### config.mk
export PLATFORM = sky130hd
export DESIGN_NAME = osf_formatter
export DESIGN_NICKNAME = d
export VERILOG_FILES = /design/src/hw/osf_pkg.sv /design/src/hw/osf_formatter.sv /design/src/hw/osf_rll_enc.sv
export SDC_FILE = /design/constraint.sdc
export NUM_CORES = 1
export LEC_CHECK = 0
export BUFFER_PORTS_ARGS = -buffer_cell sky130_fd_sc_hd__buf_2
export CORE_ASPECT_RATIO = 1.4
export CORE_MARGIN = 2
export CORE_UTILIZATION = 64
export DETAILED_ROUTE_END_ITERATION = 7
export GPL_TIMING_DRIVEN = 0
export PLACE_DENSITY = 0.82
export RECOVER_POWER = 50
export SLEW_MARGIN = 25
export SYNTH_ARGS = -nofsm -noshare
export SYNTH_HDL_FRONTEND = slang
export SYNTH_HIERARCHICAL = 1
export SYNTH_SLANG_ARGS = --single-unit
### constraint.sdc
create_clock -name clk_i -period 10.2 [get_ports clk_i]
set_clock_uncertainty 0.15 [all_clocks]
set_input_delay 0.51 -clock clk_i [delete_from_list [all_inputs] [get_ports clk_i]]
set_output_delay 0.51 -clock clk_i [all_outputs]
set_load 0.02 [all_outputs]
### src/hw/osf_pkg.sv
// Shared constants, carriers and CRC helper for the optical sector formatter
package osf_pkg;

  // One symbol toward the channel encoder: raw pattern or NRZ byte
  typedef struct packed {
    logic [15:0] pat;  // Raw pattern, MSB first; NRZ byte in [7:0]
    logic [4:0] len;   // Raw pattern length in channel bits
    logic raw;         // Bypass the run-length code
    logic last;        // Close the code after this NRZ byte
  } osf_sym_s;

  // One encoded group: left-aligned channel code and lengths
  typedef struct packed {
    logic [7:0] code;
    logic [3:0] clen;
    logic [2:0] nlen;
  } osf_grp_s;

  // One decoded group: hit flag, NRZ bit count, right-aligned bits
  typedef struct packed {
    logic hit;
    logic [2:0] nlen;
    logic [3:0] bits;
  } osf_dec_s;

  // Special channel patterns
  localparam logic [15:0] RESYNC_PAT = 16'h2024;
  localparam logic [15:0] ADDR_MARK_PAT = 16'h4804;
  localparam logic [39:0] SECTOR_MARK_PAT = 40'hC0FC0FFC12;
  localparam logic [39:0] SECTOR_MARK_MASK = 40'hFFFFFFFF7F;
  localparam int SECTOR_MARK_X_BIT = 7;
  localparam logic [4:0] RAW_FULL_LEN = 5'h10;
  localparam logic [4:0] RAW_HALF_LEN = 5'h08;

  // High-frequency 3T pattern, one word per start phase
  localparam logic [15:0] T3_PH0 = 16'h4924;
  localparam logic [15:0] T3_PH1 = 16'h9249;
  localparam logic [15:0] T3_PH2 = 16'h2492;

  // Header field lengths in bytes or chunks
  localparam int HDR_BYTES = 52;
  localparam int SECTOR_MARK_CHUNKS = 3;
  localparam int FIRST_VFO_BYTES = 12;
  localparam int SECOND_VFO_BYTES = 8;
  localparam int ID_BYTES = 5;
  localparam int ID_COPIES = 3;
  localparam int ID_COPY_LSB = 6;
  localparam logic [7:0] HDR_POSTAMBLE_VAL = 8'h00;

  // Data area field lengths
  localparam int DATA_VFO_BYTES = 12;
  localparam int SYNC_BYTES = 3;
  localparam int FLAG_BYTES = 5;
  localparam int USER_512 = 512;
  localparam int USER_1K = 1024;
  localparam int CP_BYTES = 12;
  localparam int RSV_512 = 2;
  localparam int RSV_1K = 0;
  localparam int CRC_BYTES = 4;
  localparam int ECC_512 = 80;
  localparam int ECC_1K = 160;
  localparam int RS_INT_512 = 15;
  localparam int RS_INT_1K = 20;
  localparam int RS_CNT_512 = 40;
  localparam int RS_CNT_1K = 59;
  localparam logic [7:0] RSV_VAL = 8'hFF;
  localparam logic [7:0] ECC_INV = 8'hFF;

  // ID CRC: x^16 + x^12 + x^5 + 1, preset ones, MSB first
  localparam logic [15:0] ID_CRC_POLY = 16'h1021;
  localparam logic [15:0] ID_CRC_INIT = 16'hFFFF;

  // One byte through the ID CRC, MSB first
  function automatic logic [15:0] osf_crc16(input logic [15:0] crc,
                                            input logic [7:0] b);
    logic [15:0] c;
    logic fb;
    c = crc;
    fb = 1'b0;
    for (int i = 7; i >= 0; i--) begin
      fb = c[15] ^ b[i];
      c = {c[14:0], 1'b0} ^ (fb ? ID_CRC_POLY : 16'h0000);
    end
    return c;
  endfunction : osf_crc16

endpackage : osf_pkg

### src/hw/osf_formatter.sv
// Sector formatter: header and data field writer, header reader
// Contract
// [RULE1] 512 sector: 512 user, 12 pointer, two FF, 4 CRC, 80 ECC
// [RULE2] 512 sector: resync after every 15 info bytes, 40 total
// [RULE3] 1024 sector: 1024 user, 12 pointer, 4 CRC, 160 ECC
// [RULE4] 1024 sector: resync after every 20 info bytes, 59 total
// [RULE5] Data area order: VFO, sync, user, pointer, CRC, ECC
// [RULE6] Everything is run-length coded except raw mark patterns; the code also writes the VFO and flag fields raw
// [RULE7] Fixed (2,7) group table for encoding; inverse for decoding
// [RULE8] Header of 52 bytes: mark, VFOs, address marks, IDs, postamble
// [RULE9] Three ID copies differ only in two copy bits of sector byte
// [RULE10] Sector mark detect ignores the optional x bit
// [RULE11] Header VFOs 12 or 8 bytes; second closes prior CRC code
// [RULE12] ID field found by raw address mark 4804 hex
// [RULE13] ID field: two track bytes, sector byte, two CRC bytes
// [RULE14] ID CRC 1021 polynomial, preset ones, MSB first
// [RULE15] Header postamble byte closes final CRC byte encoding
// [RULE16] Optional flag field written in the data-field pass
// [RULE17] Flag field is five bytes of 3T pattern from 1001
// [RULE18] Resync mark is raw 2024 hex, closing the byte before
// [RULE19] Data VFO is 12 bytes of the first VFO pattern
// [RULE20] Data postamble written with resync pattern
// [RULE21] ECC bytes inverted with FF, CRC bytes not inverted
// [RULE22] ECC bytes pass in source order, interleaves round-robin
// [RULE23] One byte per step; counters restart at data sync mark
`timescale 1ns/1ps
module osf_formatter import osf_pkg::*; #(
  parameter logic [15:0] SYNC_PAT0 = 16'h0000,
  parameter logic [15:0] SYNC_PAT1 = 16'h0000,
  parameter logic [15:0] SYNC_PAT2 = 16'h0000,
  parameter logic SECTOR_MARK_X = 1'b0
) (
  input wire logic clk_i,
  input wire logic rst_b_i,
  input wire logic hdr_start_i,
  input wire logic [15:0] hdr_track_i,
  input wire logic [5:0] hdr_sector_i,
  input wire logic data_start_i,
  input wire logic size_1k_i,
  input wire logic flag_en_i,
  input wire logic [7:0] src_data_i,
  input wire logic src_valid_i,
  output logic src_ready_o,
  output logic busy_o,
  output logic chan_bit_o,
  output logic chan_valid_o,
  input wire logic rx_bit_i,
  input wire logic rx_valid_i,
  output logic sector_mark_o,
  output logic id_found_o,
  output logic [15:0] id_track_o,
  output logic [5:0] id_sector_o,
  output logic [1:0] id_copy_o,
  output logic id_crc_ok_o
);

  typedef enum logic [3:0] {
    OSF_IDLE, OSF_H_SM, OSF_H_FIRST_LOCK_PREAMBLE, OSF_H_AM, OSF_H_ID, OSF_H_SECOND_LOCK_PREAMBLE,
    OSF_H_PA, OSF_D_FLAG, OSF_D_VFO, OSF_D_SYNC, OSF_D_INFO,
    OSF_D_RESYNC, OSF_D_PA
  } osf_state_e;

  // 3T word for a phase
  function automatic logic [15:0] t3_word(input logic [1:0] ph);
    case (ph)
      2'h1: return T3_PH1;
      2'h2: return T3_PH2;
      default: return T3_PH0;
    endcase
  endfunction : t3_word

  // Channel code to NRZ group; prefix-free, checked at even lengths
  function automatic osf_dec_s rll_dec(input logic [7:0] cw,
                                       input logic [3:0] n);
    osf_dec_s d;
    d = '{hit: 1'b0, nlen: 3'h0, bits: 4'h0};
    if (n == 4'h4 && cw[3:0] == 4'b0100) d = '{1'b1, 3'h2, 4'b0010};
    if (n == 4'h4 && cw[3:0] == 4'b1000) d = '{1'b1, 3'h2, 4'b0011};
    if (n == 4'h6 && cw[5:0] == 6'b000100) d = '{1'b1, 3'h3, 4'b0000};
    if (n == 4'h6 && cw[5:0] == 6'b100100) d = '{1'b1, 3'h3, 4'b0010};
    if (n == 4'h6 && cw[5:0] == 6'b001000) d = '{1'b1, 3'h3, 4'b0011};
    if (n == 4'h8 && cw == 8'b00100100) d = '{1'b1, 3'h4, 4'b0010};
    if (n == 4'h8 && cw == 8'b00001000) d = '{1'b1, 3'h4, 4'b0011};
    return d;
  endfunction : rll_dec

  osf_state_e st_reg, st_next;
  logic [10:0] cnt_reg, cnt_next;
  logic [10:0] info_reg, info_next;
  logic [4:0] rs_reg, rs_next;
  logic [1:0] copy_reg, copy_next;
  logic size_1k_reg;
  logic [15:0] track_reg;
  logic [5:0] sector_reg;
  osf_sym_s sym;
  logic sym_valid, sym_ready, enc_idle;
  logic need_src;
  logic [10:0] field_len;
  logic [1:0] ph_start;

  // Data field region boundaries per sector size
  wire [10:0] usr_cp_end = size_1k_reg ? 11'(USER_1K + CP_BYTES) :
                           11'(USER_512 + CP_BYTES); // [RULE1] [RULE3]
  wire [10:0] rsv_end = usr_cp_end + (size_1k_reg ? 11'(RSV_1K) :
                        11'(RSV_512));
  wire [10:0] crc_end = rsv_end + 11'(CRC_BYTES);
  wire [10:0] total = crc_end + (size_1k_reg ? 11'(ECC_1K) :
                      11'(ECC_512));
  wire [4:0] rs_int = size_1k_reg ? 5'(RS_INT_1K) : 5'(RS_INT_512);
  wire in_rsv = info_reg >= usr_cp_end && info_reg < rsv_end;
  wire in_ecc = info_reg >= crc_end;

  // ID bytes with copy bits and CRC for the current copy
  wire [7:0] sect_byte = {copy_reg, sector_reg}; // [RULE9]
  wire [15:0] id_crc = osf_crc16(osf_crc16(osf_crc16(ID_CRC_INIT,
                       track_reg[15:8]), track_reg[7:0]),
                       sect_byte); // [RULE14]
  wire [7:0] id_byte = (cnt_reg == 11'h000) ? track_reg[15:8] :
                       (cnt_reg == 11'h001) ? track_reg[7:0] :
                       (cnt_reg == 11'h002) ? sect_byte :
                       (cnt_reg == 11'h003) ? id_crc[15:8] :
                       id_crc[7:0]; // [RULE13]
  wire [1:0] t3_ph = 2'((cnt_reg + 11'(ph_start)) % 11'h003);
  wire [7:0] sm_tail = SECTOR_MARK_PAT[7:0] |
                       (8'(SECTOR_MARK_X) << SECTOR_MARK_X_BIT);
  wire [15:0] sync_pat = (cnt_reg == 11'h000) ? SYNC_PAT0 :
                         (cnt_reg == 11'h001) ? SYNC_PAT1 : SYNC_PAT2;
  wire [7:0] info_byte = in_rsv ? RSV_VAL :
                         in_ecc ? (src_data_i ^ ECC_INV) :
                         src_data_i; // [RULE21] [RULE22]

  // Symbol generated for the current field and byte
  always_comb begin
    sym = '{pat: 16'h0000, len: RAW_FULL_LEN, raw: 1'b1, last: 1'b0};
    need_src = 1'b0;
    field_len = 11'h001;
    ph_start = 2'h0;
    case (st_reg)
      OSF_H_SM: begin
        field_len = 11'(SECTOR_MARK_CHUNKS);
        if (cnt_reg == 11'h000) sym.pat = SECTOR_MARK_PAT[39:24];
        else if (cnt_reg == 11'h001) sym.pat = SECTOR_MARK_PAT[23:8];
        else begin
          sym.pat = {sm_tail, 8'h00};
          sym.len = RAW_HALF_LEN;
        end
      end
      OSF_H_FIRST_LOCK_PREAMBLE: begin
        field_len = 11'(FIRST_VFO_BYTES); // [RULE11]
        sym.pat = t3_word(t3_ph);
      end
      OSF_H_AM: sym.pat = ADDR_MARK_PAT; // [RULE12]
      OSF_H_ID: begin
        field_len = 11'(ID_BYTES);
        sym.raw = 1'b0;
        sym.pat = {8'h00, id_byte};
      end
      OSF_H_SECOND_LOCK_PREAMBLE: begin
        field_len = 11'(SECOND_VFO_BYTES); // [RULE11]
        ph_start = 2'h1;
        sym.pat = t3_word(t3_ph);
      end
      OSF_H_PA: begin
        sym.raw = 1'b0;
        sym.last = 1'b1; // [RULE15]
        sym.pat = {8'h00, HDR_POSTAMBLE_VAL};
      end
      OSF_D_FLAG: begin
        field_len = 11'(FLAG_BYTES); // [RULE17]
        ph_start = 2'h1;
        sym.pat = t3_word(t3_ph);
      end
      OSF_D_VFO: begin
        field_len = 11'(DATA_VFO_BYTES); // [RULE19]
        sym.pat = t3_word(t3_ph);
      end
      OSF_D_SYNC: begin
        field_len = 11'(SYNC_BYTES);
        sym.pat = sync_pat;
      end
      OSF_D_INFO: begin
        sym.raw = 1'b0;
        sym.pat = {8'h00, info_byte};
        need_src = !in_rsv;
      end
      OSF_D_RESYNC: sym.pat = RESYNC_PAT; // [RULE18]
      OSF_D_PA: sym.pat = RESYNC_PAT; // [RULE20]
      default: sym.pat = 16'h0000;
    endcase
  end

  // Handshake toward source and encoder
  assign sym_valid = st_reg != OSF_IDLE && (!need_src || src_valid_i);
  assign src_ready_o = need_src && sym_ready && src_valid_i;
  wire advance = sym_valid && sym_ready; // [RULE23]
  wire field_done = advance && cnt_reg == field_len - 11'h001;
  wire info_last = info_reg == total - 11'h001;
  wire rs_due = rs_reg == rs_int - 5'h01; // [RULE2] [RULE4]
  assign busy_o = st_reg != OSF_IDLE || !enc_idle;

  // Field sequencer
  always_comb begin
    st_next = st_reg;
    cnt_next = advance ? cnt_reg + 11'h001 : cnt_reg;
    info_next = info_reg;
    rs_next = rs_reg;
    copy_next = copy_reg;
    case (st_reg)
      OSF_IDLE: begin
        cnt_next = 11'h000;
        copy_next = 2'h0;
        if (hdr_start_i) st_next = OSF_H_SM; // [RULE8]
        else if (data_start_i) st_next = flag_en_i ? OSF_D_FLAG :
                                         OSF_D_VFO; // [RULE16]
      end
      OSF_H_SM: if (field_done) st_next = OSF_H_FIRST_LOCK_PREAMBLE;
      OSF_H_FIRST_LOCK_PREAMBLE: if (field_done) st_next = OSF_H_AM;
      OSF_H_SECOND_LOCK_PREAMBLE: if (field_done) st_next = OSF_H_AM;
      OSF_H_AM: if (field_done) st_next = OSF_H_ID;
      OSF_H_ID: begin
        if (field_done && copy_reg == 2'(ID_COPIES - 1)) begin
          st_next = OSF_H_PA;
        end else if (field_done) begin
          st_next = OSF_H_SECOND_LOCK_PREAMBLE;
          copy_next = copy_reg + 2'h1;
        end
      end
      OSF_H_PA: if (field_done) st_next = OSF_IDLE;
      OSF_D_FLAG: if (field_done) st_next = OSF_D_VFO;
      OSF_D_VFO: if (field_done) st_next = OSF_D_SYNC; // [RULE5]
      OSF_D_SYNC: begin
        info_next = 11'h000; // [RULE23]
        rs_next = 5'h00;
        if (field_done) st_next = OSF_D_INFO;
      end
      OSF_D_INFO: begin
        cnt_next = 11'h000;
        if (advance) begin
          info_next = info_reg + 11'h001; // [RULE1] [RULE3] [RULE5]
          rs_next = rs_due ? 5'h00 : rs_reg + 5'h01;
          if (info_last) st_next = OSF_D_PA;
          else if (rs_due) st_next = OSF_D_RESYNC; // [RULE2] [RULE4]
        end
      end
      OSF_D_RESYNC: begin
        cnt_next = 11'h000;
        if (advance) st_next = OSF_D_INFO;
      end
      OSF_D_PA: if (field_done) st_next = OSF_IDLE;
      default: st_next = OSF_IDLE;
    endcase
    if (field_done && st_reg != OSF_D_INFO) cnt_next = 11'h000;
  end

  // Sequencer registers
  always_ff @(posedge clk_i or negedge rst_b_i) begin
    if (!rst_b_i) begin
      st_reg <= OSF_IDLE;
      cnt_reg <= 11'h000;
      info_reg <= 11'h000;
      rs_reg <= 5'h00;
      copy_reg <= 2'h0;
    end else begin
      st_reg <= st_next;
      cnt_reg <= cnt_next;
      info_reg <= info_next;
      rs_reg <= rs_next;
      copy_reg <= copy_next;
    end
  end

  // Command operands captured on start
  always_ff @(posedge clk_i or negedge rst_b_i) begin
    if (!rst_b_i) begin
      size_1k_reg <= 1'b0;
      track_reg <= 16'h0000;
      sector_reg <= 6'h00;
    end else if (st_reg == OSF_IDLE) begin
      size_1k_reg <= size_1k_i;
      track_reg <= hdr_track_i;
      sector_reg <= hdr_sector_i;
    end
  end

  // Channel encoder
  osf_rll_enc u_enc (
    .clk_i(clk_i),
    .rst_b_i(rst_b_i),
    .sym_i(sym),
    .sym_valid_i(sym_valid),
    .sym_ready_o(sym_ready),
    .chan_bit_o(chan_bit_o),
    .chan_valid_o(chan_valid_o),
    .idle_o(enc_idle)
  );

  // Read side: mark detection and ID field decoding
  logic [39:0] win_reg;
  logic [7:0] cw_reg;
  logic [3:0] cw_cnt_reg;
  logic [47:0] id_sr_reg;
  logic [5:0] id_cnt_reg;
  logic rd_act_reg;
  wire [39:0] win = {win_reg[38:0], rx_bit_i};
  wire sm_hit = rx_valid_i && ((win & SECTOR_MARK_MASK) ==
                (SECTOR_MARK_PAT & SECTOR_MARK_MASK)); // [RULE10]
  wire am_hit = rx_valid_i && win[15:0] == ADDR_MARK_PAT; // [RULE12]
  wire [7:0] cw_new = {cw_reg[6:0], rx_bit_i};
  wire [3:0] cw_cnt_new = cw_cnt_reg + 4'h1;
  wire osf_dec_s dec = rll_dec(cw_new, cw_cnt_new); // [RULE7]
  wire dec_step = rd_act_reg && rx_valid_i && !am_hit;
  wire [47:0] id_sr_new = (id_sr_reg << dec.nlen) | 48'(dec.bits);
  wire [5:0] id_cnt_new = id_cnt_reg + 6'(dec.nlen);
  wire id_full = dec_step && dec.hit && id_cnt_new >= 6'h28;
  wire [39:0] id_bits = 40'(id_sr_new >> (id_cnt_new - 6'h28));
  wire [15:0] rd_res = osf_crc16(osf_crc16(osf_crc16(osf_crc16(
                       osf_crc16(ID_CRC_INIT, id_bits[39:32]),
                       id_bits[31:24]), id_bits[23:16]), id_bits[15:8]),
                       id_bits[7:0]); // [RULE14]

  // Channel window and group decoder state
  always_ff @(posedge clk_i or negedge rst_b_i) begin
    if (!rst_b_i) begin
      win_reg <= 40'h0000000000;
      cw_reg <= 8'h00;
      cw_cnt_reg <= 4'h0;
      id_sr_reg <= 48'h000000000000;
      id_cnt_reg <= 6'h00;
      rd_act_reg <= 1'b0;
    end else begin
      if (rx_valid_i) win_reg <= win;
      if (am_hit) begin
        rd_act_reg <= 1'b1;
        cw_cnt_reg <= 4'h0;
        id_cnt_reg <= 6'h00;
        id_sr_reg <= 48'h000000000000;
      end else if (dec_step && dec.hit) begin
        cw_cnt_reg <= 4'h0;
        id_sr_reg <= id_sr_new;
        id_cnt_reg <= id_cnt_new;
        if (id_full) rd_act_reg <= 1'b0;
      end else if (dec_step) begin
        cw_reg <= cw_new;
        cw_cnt_reg <= cw_cnt_new;
        if (cw_cnt_new == 4'h8) rd_act_reg <= 1'b0; // Illegal code
      end
    end
  end

  // Read results: mark and ID found are one-cycle pulses, ID fields held until the next ID field
  always_ff @(posedge clk_i or negedge rst_b_i) begin
    if (!rst_b_i) begin
      sector_mark_o <= 1'b0;
      id_found_o <= 1'b0;
      id_track_o <= 16'h0000;
      id_sector_o <= 6'h00;
      id_copy_o <= 2'h0;
      id_crc_ok_o <= 1'b0;
    end else begin
      sector_mark_o <= sm_hit;
      id_found_o <= id_full;
      if (id_full) begin
        id_track_o <= id_bits[39:24]; // [RULE13]
        id_sector_o <= id_bits[21:16];
        id_copy_o <= id_bits[16 + ID_COPY_LSB +: 2]; // [RULE9]
        id_crc_ok_o <= rd_res == 16'h0000;
      end
    end
  end

endmodule : osf_formatter

### src/hw/osf_rll_enc.sv
// Serial (2,7) run-length encoder with raw pattern bypass
`timescale 1ns/1ps
module osf_rll_enc import osf_pkg::*; (
  input wire logic clk_i,
  input wire logic rst_b_i,
  input wire osf_sym_s sym_i,
  input wire logic sym_valid_i,
  output logic sym_ready_o,
  output logic chan_bit_o,
  output logic chan_valid_o,
  output logic idle_o
);

  // NRZ group to channel code
  function automatic osf_grp_s enc_group(input logic [3:0] b);
    osf_grp_s g;
    g = '{code: 8'h00, clen: 4'h4, nlen: 3'h2};
    casez (b)
      4'b10??: g = '{code: 8'h40, clen: 4'h4, nlen: 3'h2};
      4'b11??: g = '{code: 8'h80, clen: 4'h4, nlen: 3'h2};
      4'b000?: g = '{code: 8'h10, clen: 4'h6, nlen: 3'h3};
      4'b010?: g = '{code: 8'h90, clen: 4'h6, nlen: 3'h3};
      4'b011?: g = '{code: 8'h20, clen: 4'h6, nlen: 3'h3};
      4'b0010: g = '{code: 8'h24, clen: 4'h8, nlen: 3'h4};
      4'b0011: g = '{code: 8'h08, clen: 4'h8, nlen: 3'h4};
      default: g = '{code: 8'h00, clen: 4'h4, nlen: 3'h2};
    endcase
    return g;
  endfunction : enc_group

  logic [11:0] nrz_reg, nrz_next;
  logic [3:0] nrz_cnt_reg, nrz_cnt_next;
  logic flush_reg, flush_next;
  logic [15:0] out_reg, out_next;
  logic [4:0] out_cnt_reg, out_cnt_next;

  // Handshake and action decode
  wire osf_grp_s grp = enc_group(nrz_reg[11:8]); // [RULE7]
  wire out_busy = out_cnt_reg != 5'h00;
  wire flush_now = flush_reg || (sym_valid_i && sym_i.raw);
  wire do_enc = !out_busy && (nrz_cnt_reg >= 4'h4 ||
                (nrz_cnt_reg != 4'h0 && flush_now)); // [RULE11] [RULE15]
  wire take_raw = !out_busy && nrz_cnt_reg == 4'h0 && !flush_reg &&
                  sym_valid_i && sym_i.raw; // [RULE6]
  wire take_nrz = sym_valid_i && !sym_i.raw && nrz_cnt_reg < 4'h4 &&
                  !flush_reg && !do_enc;
  wire [11:0] byte_in = {sym_i.pat[7:0], 4'h0} >> nrz_cnt_reg;

  assign sym_ready_o = take_raw || take_nrz;
  assign chan_bit_o = out_reg[15];
  assign chan_valid_o = out_busy;
  assign idle_o = !out_busy && nrz_cnt_reg == 4'h0 && !flush_reg;

  // Next-state of NRZ buffer; short groups pad with zeros for closure
  always_comb begin
    nrz_next = nrz_reg;
    nrz_cnt_next = nrz_cnt_reg;
    flush_next = flush_reg;
    if (do_enc) begin
      nrz_next = nrz_reg << grp.nlen;
      nrz_cnt_next = (nrz_cnt_reg > 4'(grp.nlen)) ?
                     nrz_cnt_reg - 4'(grp.nlen) : 4'h0;
    end else if (take_nrz) begin
      nrz_next = nrz_reg | byte_in;
      nrz_cnt_next = nrz_cnt_reg + 4'h8;
      flush_next = sym_i.last;
    end else if (flush_reg && nrz_cnt_reg == 4'h0) begin
      flush_next = 1'b0;
    end
  end

  // Next-state of channel shifter
  always_comb begin
    out_next = out_reg;
    out_cnt_next = out_cnt_reg;
    if (do_enc) begin
      out_next = {grp.code, 8'h00};
      out_cnt_next = 5'(grp.clen);
    end else if (take_raw) begin
      out_next = sym_i.pat;
      out_cnt_next = sym_i.len;
    end else if (out_busy) begin
      out_next = {out_reg[14:0], 1'b0};
      out_cnt_next = out_cnt_reg - 5'h01;
    end
  end

  // State registers
  always_ff @(posedge clk_i or negedge rst_b_i) begin
    if (!rst_b_i) begin
      nrz_reg <= 12'h000;
      nrz_cnt_reg <= 4'h0;
      flush_reg <= 1'b0;
      out_reg <= 16'h0000;
      out_cnt_reg <= 5'h00;
    end else begin
      nrz_reg <= nrz_next;
      nrz_cnt_reg <= nrz_cnt_next;
      flush_reg <= flush_next;
      out_reg <= out_next;
      out_cnt_reg <= out_cnt_next;
    end
  end

endmodule : osf_rll_enc

Word level (Yosys, flattened, before mapping)
Index checks and enable logic that the tools add are counted.
Widths: inputs -> output; s select.
- bits in registers: 226
- bits in latches: 0
- memory bits (writable): 0
- bits in read-only memories: 0
- input bits: 39
- output and inout port bits: 31
- memories kept: 0
- add/sub/neg operators: 17
- multipliers: 0
- div/mod/pow operators: 1
- $lt $le $gt $ge: 7
- equality and inequality tests: 55
- shift-type cells: 4
- multiplexer cells: 147
- bitwise logic cells: 132
- reductions and logical operators: 78
- operators with widths (cell ; count):
    $xor 16x13->16 ; 62
    $mux 13 ; 65
    $mux 8 ; 14
    $pmux 15 s7 ; 1
    $mux 48 ; 2
    $pmux 16 s6 ; 1
    $mux 4 ; 22
    $mux 16 ; 4
    $xor 1x1->1 ; 62
    $mux 11 ; 5
    $or 48x4->48 ; 1
    $shl 48x3->48 ; 1
    $shr 48x6->40 ; 1
    $mux 5 ; 9
    $pmux 4 s11 ; 1
    $eq 39x39->1 const B ; 1
    $logic_and 1x1->1 ; 33
    $pmux 16 s2 ; 1
    $not 12->15 ; 2
    $eq 4x3->1 const B ; 7
    $eq 4x4->1 const B ; 7
    $mux 12 ; 2
    $add 11x1->11 const B ; 2
    $add 11x2->11 ; 2
    other kinds (65) ; 133

Longest topological paths before layout
Gate-level depths: netlist of run 1.
- depth after elaboration: 133
- mapped depth: 35

By module
The synthesis of run 1 kept the hierarchy.
- by module, submodules not included (module ; times used ; cells an instance ; area an instance (um^2) ; sequential area each (um^2)):
    osf_formatter ; 1 ; 2160 ; 17708.2 ; 4704.5
    osf_rll_enc ; 1 ; 254 ; 2468.6 ; 950.9

Worst setup path after synthesis of run 1
Ideal clock, no wire load.
- path type: register -> register
- start: register cw_cnt_reg[0]
- end: register id_crc_ok_o
- setup time: 0.122 ns
- data arrival time: 8.109 ns
- required time: 9.928 ns
- slack: 1.820 ns
- cell stages (with the launch flop): 34
- path through: dfrtp_1 ha_1 or3b_1 a211oi_4 o21ai_4 clkinv_2 buf_4 buf_4 clkbuf_1 clkbuf_1 ha_1 a21oi_1 xnor2_1 inv_1 clkbuf_1 clkbuf_1 clkbuf_1 clkbuf_1 clkbuf_1 ha_1 xor2_1 xor2_1 clkbuf_1 clkbuf_1 clkbuf_1 nand2_1 nand3_1 a21boi_0 xor3_1 xor2_1 xor2_1 o211ai_1 nand2_1 a32o_1
- longest elaborated chain between the ends: 73
- ends and longest elaborated chain (element ; line ; text):
    start: declaration ; osf_formatter.sv:300 ; logic [3:0] cw_cnt_reg;
    start signal: assignment ; osf_formatter.sv:344 ; cw_cnt_reg <= cw_cnt_new;
    $add 4x1->4 * ; osf_formatter.sv:309 ; wire [3:0] cw_cnt_new = cw_cnt_reg + 4'h1;
    $eq 4x3->1 ; osf_formatter.sv:77, osf_formatter.sv:78 ;
    $logic_and 1x1->1 ; osf_formatter.sv:77 ; if (n == 4'h4 && cw[3:0] == 4'b0100) d = '{1'b1, 3'h2, 4'b0010};
    $mux 8 ; osf_formatter.sv:77 ;
    $mux 8 ; osf_formatter.sv:78 ; if (n == 4'h4 && cw[3:0] == 4'b1000) d = '{1'b1, 3'h2, 4'b0011};
    $mux 8 ; osf_formatter.sv:79 ; if (n == 4'h6 && cw[5:0] == 6'b000100) d = '{1'b1, 3'h3, 4'b0000};
    $mux 8 ; osf_formatter.sv:80 ; if (n == 4'h6 && cw[5:0] == 6'b100100) d = '{1'b1, 3'h3, 4'b0010};
    $mux 8 ; osf_formatter.sv:81 ; if (n == 4'h6 && cw[5:0] == 6'b001000) d = '{1'b1, 3'h3, 4'b0011};
    [... 53 more ...] ; n/a ;
    $xor 1x1->1 or $mux 13 (tied branches) ; osf_pkg.sv:81, osf_pkg.sv:82 ;
    $mux 13 or $xor 16x13->16 (tied branches) ; osf_pkg.sv:82 ; c = {c[14:0], 1'b0} ^ (fb ? ID_CRC_POLY : 16'h0000);
    $xor 16x13->16 (3 in series) ; osf_pkg.sv:82 ;
    $xor 16x13->16 or $xor 1x1->1 (tied branches) ; osf_pkg.sv:82, osf_pkg.sv:81 ;
    $xor 1x1->1 or $mux 13 (tied branches) ; osf_pkg.sv:81, osf_pkg.sv:82 ;
    $mux 13 or $xor 16x13->16 (tied branches) ; osf_pkg.sv:82 ;
    $xor 16x13->16 (3 in series) ; osf_pkg.sv:82 ;
    $logic_not 16->1 ; osf_formatter.sv:366 ; id_crc_ok_o <= rd_res == 16'h0000;
    end signal: assignment ; osf_formatter.sv:358 ; id_crc_ok_o <= 1'b0;
    end signal: assignment ; osf_formatter.sv:366 ;
    end: declaration ; osf_formatter.sv:54 ; output logic id_crc_ok_o
Mark *: on every way between the ends. The rest lies on a longest branch, timed or not.
A chain may end at the register's enable or synchronous reset.

Final worst setup path of run 1
Same ends and word-level chain as after synthesis.

==> impl_metrics.toml, run 1 <==
[worst_setup_path]
cpMaxStageDelayCell = "dfrtp_1"
cp-start-kind = "flip-flop"
required_ps = 10550
cp_slowest_stage_delay_ps = 520
cpMostUsedCell = "clkbuf_1"
cp_max_fo = 12
crit_type = "flip-flop to flip-flop"
cp-end-kind = "flip-flop"
crit_arrival_ps = 10140

[grt]
grt_pass1_vias = 20202
grt.overflow.total = 0
grt_use_total = 0.435
antenna_found_initial = 6
grt_pass1_wl_um = 114000
grt_max_degree = 81

[clock_tree]
cts_tree = "yes"
cts_made_buffers = 24
clock_insertion_delay_worst_skew_ps = 570
root_buffer = "clkbuf_16"
clock_path_buffers = 3
cts.htree.levels = 1
cts_sinks = 226
clk_pin_slew_ps = 70

[sta]
final.period_utilization = 0.959
whs_ps = 5.97
hold_viol_final = 0
setup_viol = 0
max_slew_margin = -1.95
max_freq_mhz = 102
tightestPinTransition_ps = 4420
finalMaxSlewViolations = 231
setup_slack_ps = 417
period_minus_slack_ps = 9780
rsz0062_at_grt = "no"

[route]
drc = 4
initialDrtViolationCount = 2373
routedWlPerCell_um = 24.9
num_vias = 20766
ant_nets = 0
viasPerCell = 7.09
drt_wl_total_um = 72800
firstDrtPassIters = 8

[final_layout]
multiInputGateArea_um2 = 13600
largest_register_ffs = 48
seqCellArea_um2 = 5660
drive_above_1_share = 0.138
syn_to_final_growth_pct = 8.63
finalNonFillerCells = 2928
fillCellCount = 2490
fin_nets = 2587
utilization = 0.709

[floorplanning]
die_w_um = 154
start_util = 0.653
die_y_um = 214
core_area_um2 = 30900
rows = 76
die_area_um2 = 33000
pin_count = 70

[placed_design]
io_buffers = 68
dp_hpwl_um = 54500
routabilityCongestion = 1.06
dp_slack_ps = -917
placed_cells = 2876

[synthesis]
ys_warn_count = 6
syn_inst = 2414
synth_top_area_share = 0.280
synth_top_flop_cell = "dfrtp_1"
ys_top_cells_by_area = "dfrtp_1 28%, nand2_1 5.2%, mux2_2 5.1%, xnor2_1 4.2%, nor2_1 4.1%"
ys_seq_area_frac = 0.280
synth_edf_count = 0
synth_area_per_cell_um2 = 8.36
synth_seq_cells = 226
async_reset_ff_frac = 1.00
yosysUniqueCellTypes = 123
syn-cell-area_um2 = 20200
yosysTopAreaCell = "dfrtp_1"

[min_path]
hold_class = "input port to flip-flop"

[power]
vdd_ir_drop_max_mv = 0.285
total_power_mw = 4.59
power_density_nw_per_um2 = 209
power.static_leakage_nw = 9.10

[run_status]
violations = "design-rule violations, max-capacitance violations, max-slew violations"
status = "complete, but fails checks"

[job]
drv_cap = 3
-- power breakdown --
part	leakage [nW]	internal, mW	switching [mW]
Combinational	5.73	1.05	1.35
Sequential	2.98	1.07	0.196
Clock	0.388	0.511	0.407
Total	9.10	2.63	1.95
-- critical path: cells and delay by family, from the launching register on --
family | cells | cell delay, ps
xor gates and xnor gates | 4 | 1260
muxes | 1 | 280
and+or+nand+nor | 4 | 1190
buffers and inverters | 12 | 3950
adders and majority gates | 3 | 820
AOI/OAI and AO/OA | 6 | 1540
DFF | 1 | 520
-- final timing paths --
check / slack, ps / to / cells after the start / from
max in group asynchronous: 2480 / cw_reg[2]$_DFFE_PN0P_ / 3 / rst_b_i
min in group asynchronous: 1690 / track_reg[5]$_DFFE_PN0P_ / 2 / rst_b_i
max reg2reg: 420 / id_crc_ok_o$_DFFE_PN0P_ / 30 / cw_cnt_reg[0]$_DFFE_PN0P_
min reg2reg: 310 / u_enc/out_reg[9]$_DFFE_PN0P_ / 2 / u_enc/out_reg[9]$_DFFE_PN0P_
min: 6 / size_1k_reg$_DFFE_PN0P_ / 3 / size_1k_i
max: 420 / id_crc_ok_o$_DFFE_PN0P_ / 30 / cw_cnt_reg[0]$_DFFE_PN0P_
-- repair_timing --
action                                  in CTS  in global routing
pin swaps                                    0                  2
endpoints found under the setup margin       2                  2
endpoints found under the hold margin       72                  0
hold buffers                                 1                  0
buffers inserted                             0                  4
gates resized for setup                      5                 11
gates cloned                                 0                  0
-- Yosys cell counts, types with 8 or more instances --
master / instances
o21ai_0: 163
clkbuf_1: 132
o21a_1: 10
mux2i_1: 61
a22oi_1: 27
a311oi_1: 8
nor2_1: 222
a21boi_0: 9
dfrtp_1: 226
o211ai_1: 39
a22o_1: 15
and3_1: 21
and2_1: 16
a31oi_1: 32
buf_2: 17
nand3_1: 60
o31ai_1: 14
a21o_1: 18
xnor3_1: 9
a211o_1: 14
nor3_1: 61
a211oi_1: 65
ha_1: 30
mux4_2: 24
o22ai_1: 26
mux2_2: 92
inv_1: 60
nor4_1: 16
or3_1: 19
nand2_1: 282
xnor2_1: 97
a21oi_1: 133
xor2_1: 72
nand4_1: 20
nor2b_1: 16
nand3b_1: 9
nand2b_1: 15
a221o_1: 8
a221oi_1: 12
a32oi_1: 9
o221ai_1: 23
-- stage by stage --
stage                     TNS, ps  instance area, um2
final                           0               21900
after global routing            0               21900
after CTS                       0               21900
after detailed placement     -972               21100
after global placement       -695               21000
after floorplan                 0               20200
-- metal layers --
layer	GRT usage	share of wire
met5	0	0
met4	0.282	0.079
met3	0.0792	0.090
met2	0.704	0.46
met1	0.532	0.37
-- final cells by class --
cell class / count / share of cell area
Tap cell: 390 / 0.0223
Clock inverter: 15 / 0.00776
Inverter: 66 / 0.0114
Multi-Input combinational cell: 1956 / 0.620
Timing Repair Buffer: 75 / 0.0176
Antenna cell: 4 / 0.000457
Buffer: 167 / 0.0331
Sequential cell: 226 / 0.258
Clock buffer: 29 / 0.0296
-- placed cells by master (no fill, tap or decap), types with 16 or more instances in the layout --
cell type,synthesis,layout
clkbuf_16,0,24
inv_1,60,59
nor3_1,61,61
a31oi_1,32,31
a22oi_1,27,27
nor2b_1,16,16
nand4_1,20,20
buf_2,17,84
or3_1,19,19
dfrtp_1,226,226
o21ai_0,163,162
nor4_1,16,16
xor2_1,72,72
nand3_1,60,60
nor2_1,222,222
xnor2_1,97,96
o221ai_1,23,23
a211oi_1,65,65
mux2i_1,61,61
mux2_2,92,92
mux4_2,24,24
a21o_1,18,18
nand2_1,282,282
ha_1,30,30
o211ai_1,39,39
clkbuf_1,132,129
o22ai_1,26,26
and2_1,16,16
a21oi_1,133,132
and3_1,21,21
-- cell families (layout without fill, tap and decap cells) --
| logic type | Yosys count | in the layout | share of synthesized area |
|---|---|---|---|
| compound gates | 731 | 731 | 0.252 |
| flops | 226 | 226 | 0.280 |
| buf+inv | 234 | 352 | 0.0481 |
| other cells | 1 | 7 | 0.000186 |
| fa+ha+maj | 32 | 32 | 0.0206 |
| xor+xnor | 189 | 189 | 0.0943 |
| mux | 181 | 181 | 0.111 |
| simple gates | 820 | 820 | 0.193 |
No activity file was read; power rests on OpenSTA's default activity.
==> run 2: changes to the inputs <==
--- a/config.mk
+++ b/config.mk
@@ -11,7 +11,7 @@
 export CORE_UTILIZATION = 64
 export DETAILED_ROUTE_END_ITERATION = 7
 export GPL_TIMING_DRIVEN = 0
-export PLACE_DENSITY = 0.82
+export PLACE_DENSITY_LB_ADDON = 0.2
 export RECOVER_POWER = 50
 export SLEW_MARGIN = 25
 export SYNTH_ARGS = -nofsm -noshare
==> impl_metrics.toml, run 2 (synthesized netlist as in run 1, its figures left out) <==
[floorplanning]
die_w_um = 154
die_y_um = 214
start_util = 0.653
die_area_um2 = 33000
rows = 76
pin_count = 70
core_area_um2 = 30900

[sta]
fin_tns_setup_ps = 0
finalMaxSlewViolations = 231
setup_viol = 0
whs_ps = 16.6
rsz0062_at_grt = "no"
tightestPinTransition_ps = 4490
max_slew_margin = -1.99
period_minus_slack_ps = 9780
final.period_utilization = 0.959
max_freq_mhz = 102
hold_viol_final = 0

[worst_setup_path]
cp-end-kind = "flip-flop"
cp-startpoint = "cw_cnt_reg[0]$_DFFE_PN0P_"
cp-start-kind = "flip-flop"
crit_arrival_ps = 10130
cp_max_fo = 10
crit_type = "flip-flop to flip-flop"
r2r_setup_slack_ps = 420
r2r_cells = 27
r2r_start = "cw_cnt_reg[0]$_DFFE_PN0P_"
rr_endpoint = "id_crc_ok_o$_DFFE_PN0P_"
required_ps = 10550

[min_path]
hp-start = "size_1k_i"
min_to = "size_1k_reg$_DFFE_PN0P_"
hold_depth = 3
hold_class = "input port to flip-flop"

[clock_tree]
cts_made_buffers = 25
cts_tree = "yes"
clock_insertion_delay_worst_skew_ps = 570
cts_sinks = 226
cts.htree.levels = 1
clock_path_buffers = 3
root_buffer = "clkbuf_16"
clk_pin_slew_ps = 70

[route]
ant_nets = 0
viasPerCell = 7.22
drt_wl_total_um = 74500
num_vias = 21113
routedWlPerCell_um = 25.5
initialDrtViolationCount = 2341
firstDrtPassIters = 8
drc = 1

[grt]
grt_pass1_vias = 20444
grt_use_total = 0.442
grt_pass1_wl_um = 116000
grt.overflow.total = 0
grt_max_degree = 87
antenna_found_initial = 2

[run_status]
status = "complete, but fails checks"
violations = "design-rule violations, max-capacitance violations, max-slew violations"

[final_layout]
layout_commonest_cell = "nand2_1"
drive_above_1_share = 0.126
largest_register_ffs = 48
layout_common_cells = "282 x nand2_1, 226 x dfrtp_1, 222 x nor2_1"
syn_to_final_growth_pct = 8.56
finalNonFillerCells = 2924
fin_nets = 2586
fillCellCount = 2402
finalInstanceArea_um2 = 21900

[power]
power.static_leakage_nw = 9.00
vdd_ir_drop_max_mv = 0.282
power_density_nw_per_um2 = 212
total_power_mw = 4.64

[placed_design]
dp_hpwl_um = 56600
placed_cells = 2876
dpl_cell_area_um2 = 21100
io_buffers = 68
routabilityCongestion = 1.07

[job]
drv_cap = 3
[run 2: metrics by stage]
stage | utilization | setup WS, ps
6_report | 0.709 | 422
5_1_grt | 0.709 | 0.446
4_1_cts | 0.711 | 27.0
3_5_place_dp | 0.682 | -1090
3_3_place_gp | 0.680 | -997
2_1_floorplan | - | 1820
[run 2: area by class of cell]
class / instances / area [um2] / area share
clock inverter: 15 / 190 / 0.00868
sequential: 226 / 5660 / 0.258
multi-input combinational: 1956 / 13600 / 0.620
clock buffer: 30 / 664 / 0.0303
tap: 390 / 488 / 0.0223
inverter: 66 / 249 / 0.0114
timing repair buffer: 73 / 338 / 0.0154
antenna: 1 / 2.50 / 0.000114
buffer: 167 / 726 / 0.0331
[run 2: worst max path at each step]
stage | endpoint | slack, ps | depth (start not counted)
2_1_floorplan | id_crc_ok_o$_DFFE_PN0P_ | 1820 | 33
3_3_place_gp | id_crc_ok_o$_DFFE_PN0P_ | -1000 | 33
3_5_place_dp | id_crc_ok_o$_DFFE_PN0P_ | -1090 | 33
4_1_cts | id_crc_ok_o$_DFFE_PN0P_ | 30 | 34
5_1_grt | id_crc_ok_o$_DFFE_PN0P_ | 0.4 | 27
6_report | id_crc_ok_o$_DFFE_PN0P_ | 420 | 27
[run 2: routing by layer]
layer | vias up | GRT usage | wire, um
met2 | 1494 | 0.727 | 34700
li1 | 9157 | - | -
met5 | - | 0 | 14
met4 | 2 | 0.310 | 6440
met3 | 433 | 0.0719 | 6770
met1 | 10027 | 0.526 | 26600
[run 2: what timing repair did]
item	4_1_cts	5_1_grt
setup buffers	2	0
endpoints found under the setup margin	1	10
pin swaps	2	0
hold buffers	1	0
gates cloned	0	0
endpoints found under the hold margin	59	0
resized for setup	5	11
[run 2: power breakdown]
| group | switching [mW] | internal (mW) |
|---|---|---|
| clock network | 0.414 | 0.548 |
| logic | 1.35 | 1.05 |
| registers | 0.202 | 1.07 |
| total | 1.97 | 2.67 |
[run 2: worst max-delay path: stages (launching register included)]
cell and delay (ps):
dfrtp_1 530, ha_1 260, clkbuf_1 380, nand2b_1 210, o31a_1 280, a21oi_4 120, inv_2 100, buf_2 310
clkbuf_1 540, buf_1 630, fa_1 420, xor2_2 520, clkbuf_1 540, clkbuf_1 520, clkbuf_1 440, clkbuf_1 420
clkbuf_1 400, a22oi_1 210, o32ai_1 770, nor3_1 120, a21oi_1 190, a31oi_1 60, a211oi_1 460, xnor3_1 350
nor3_1 180, nand3_1 110, a2111oi_2 240, a32o_1 220
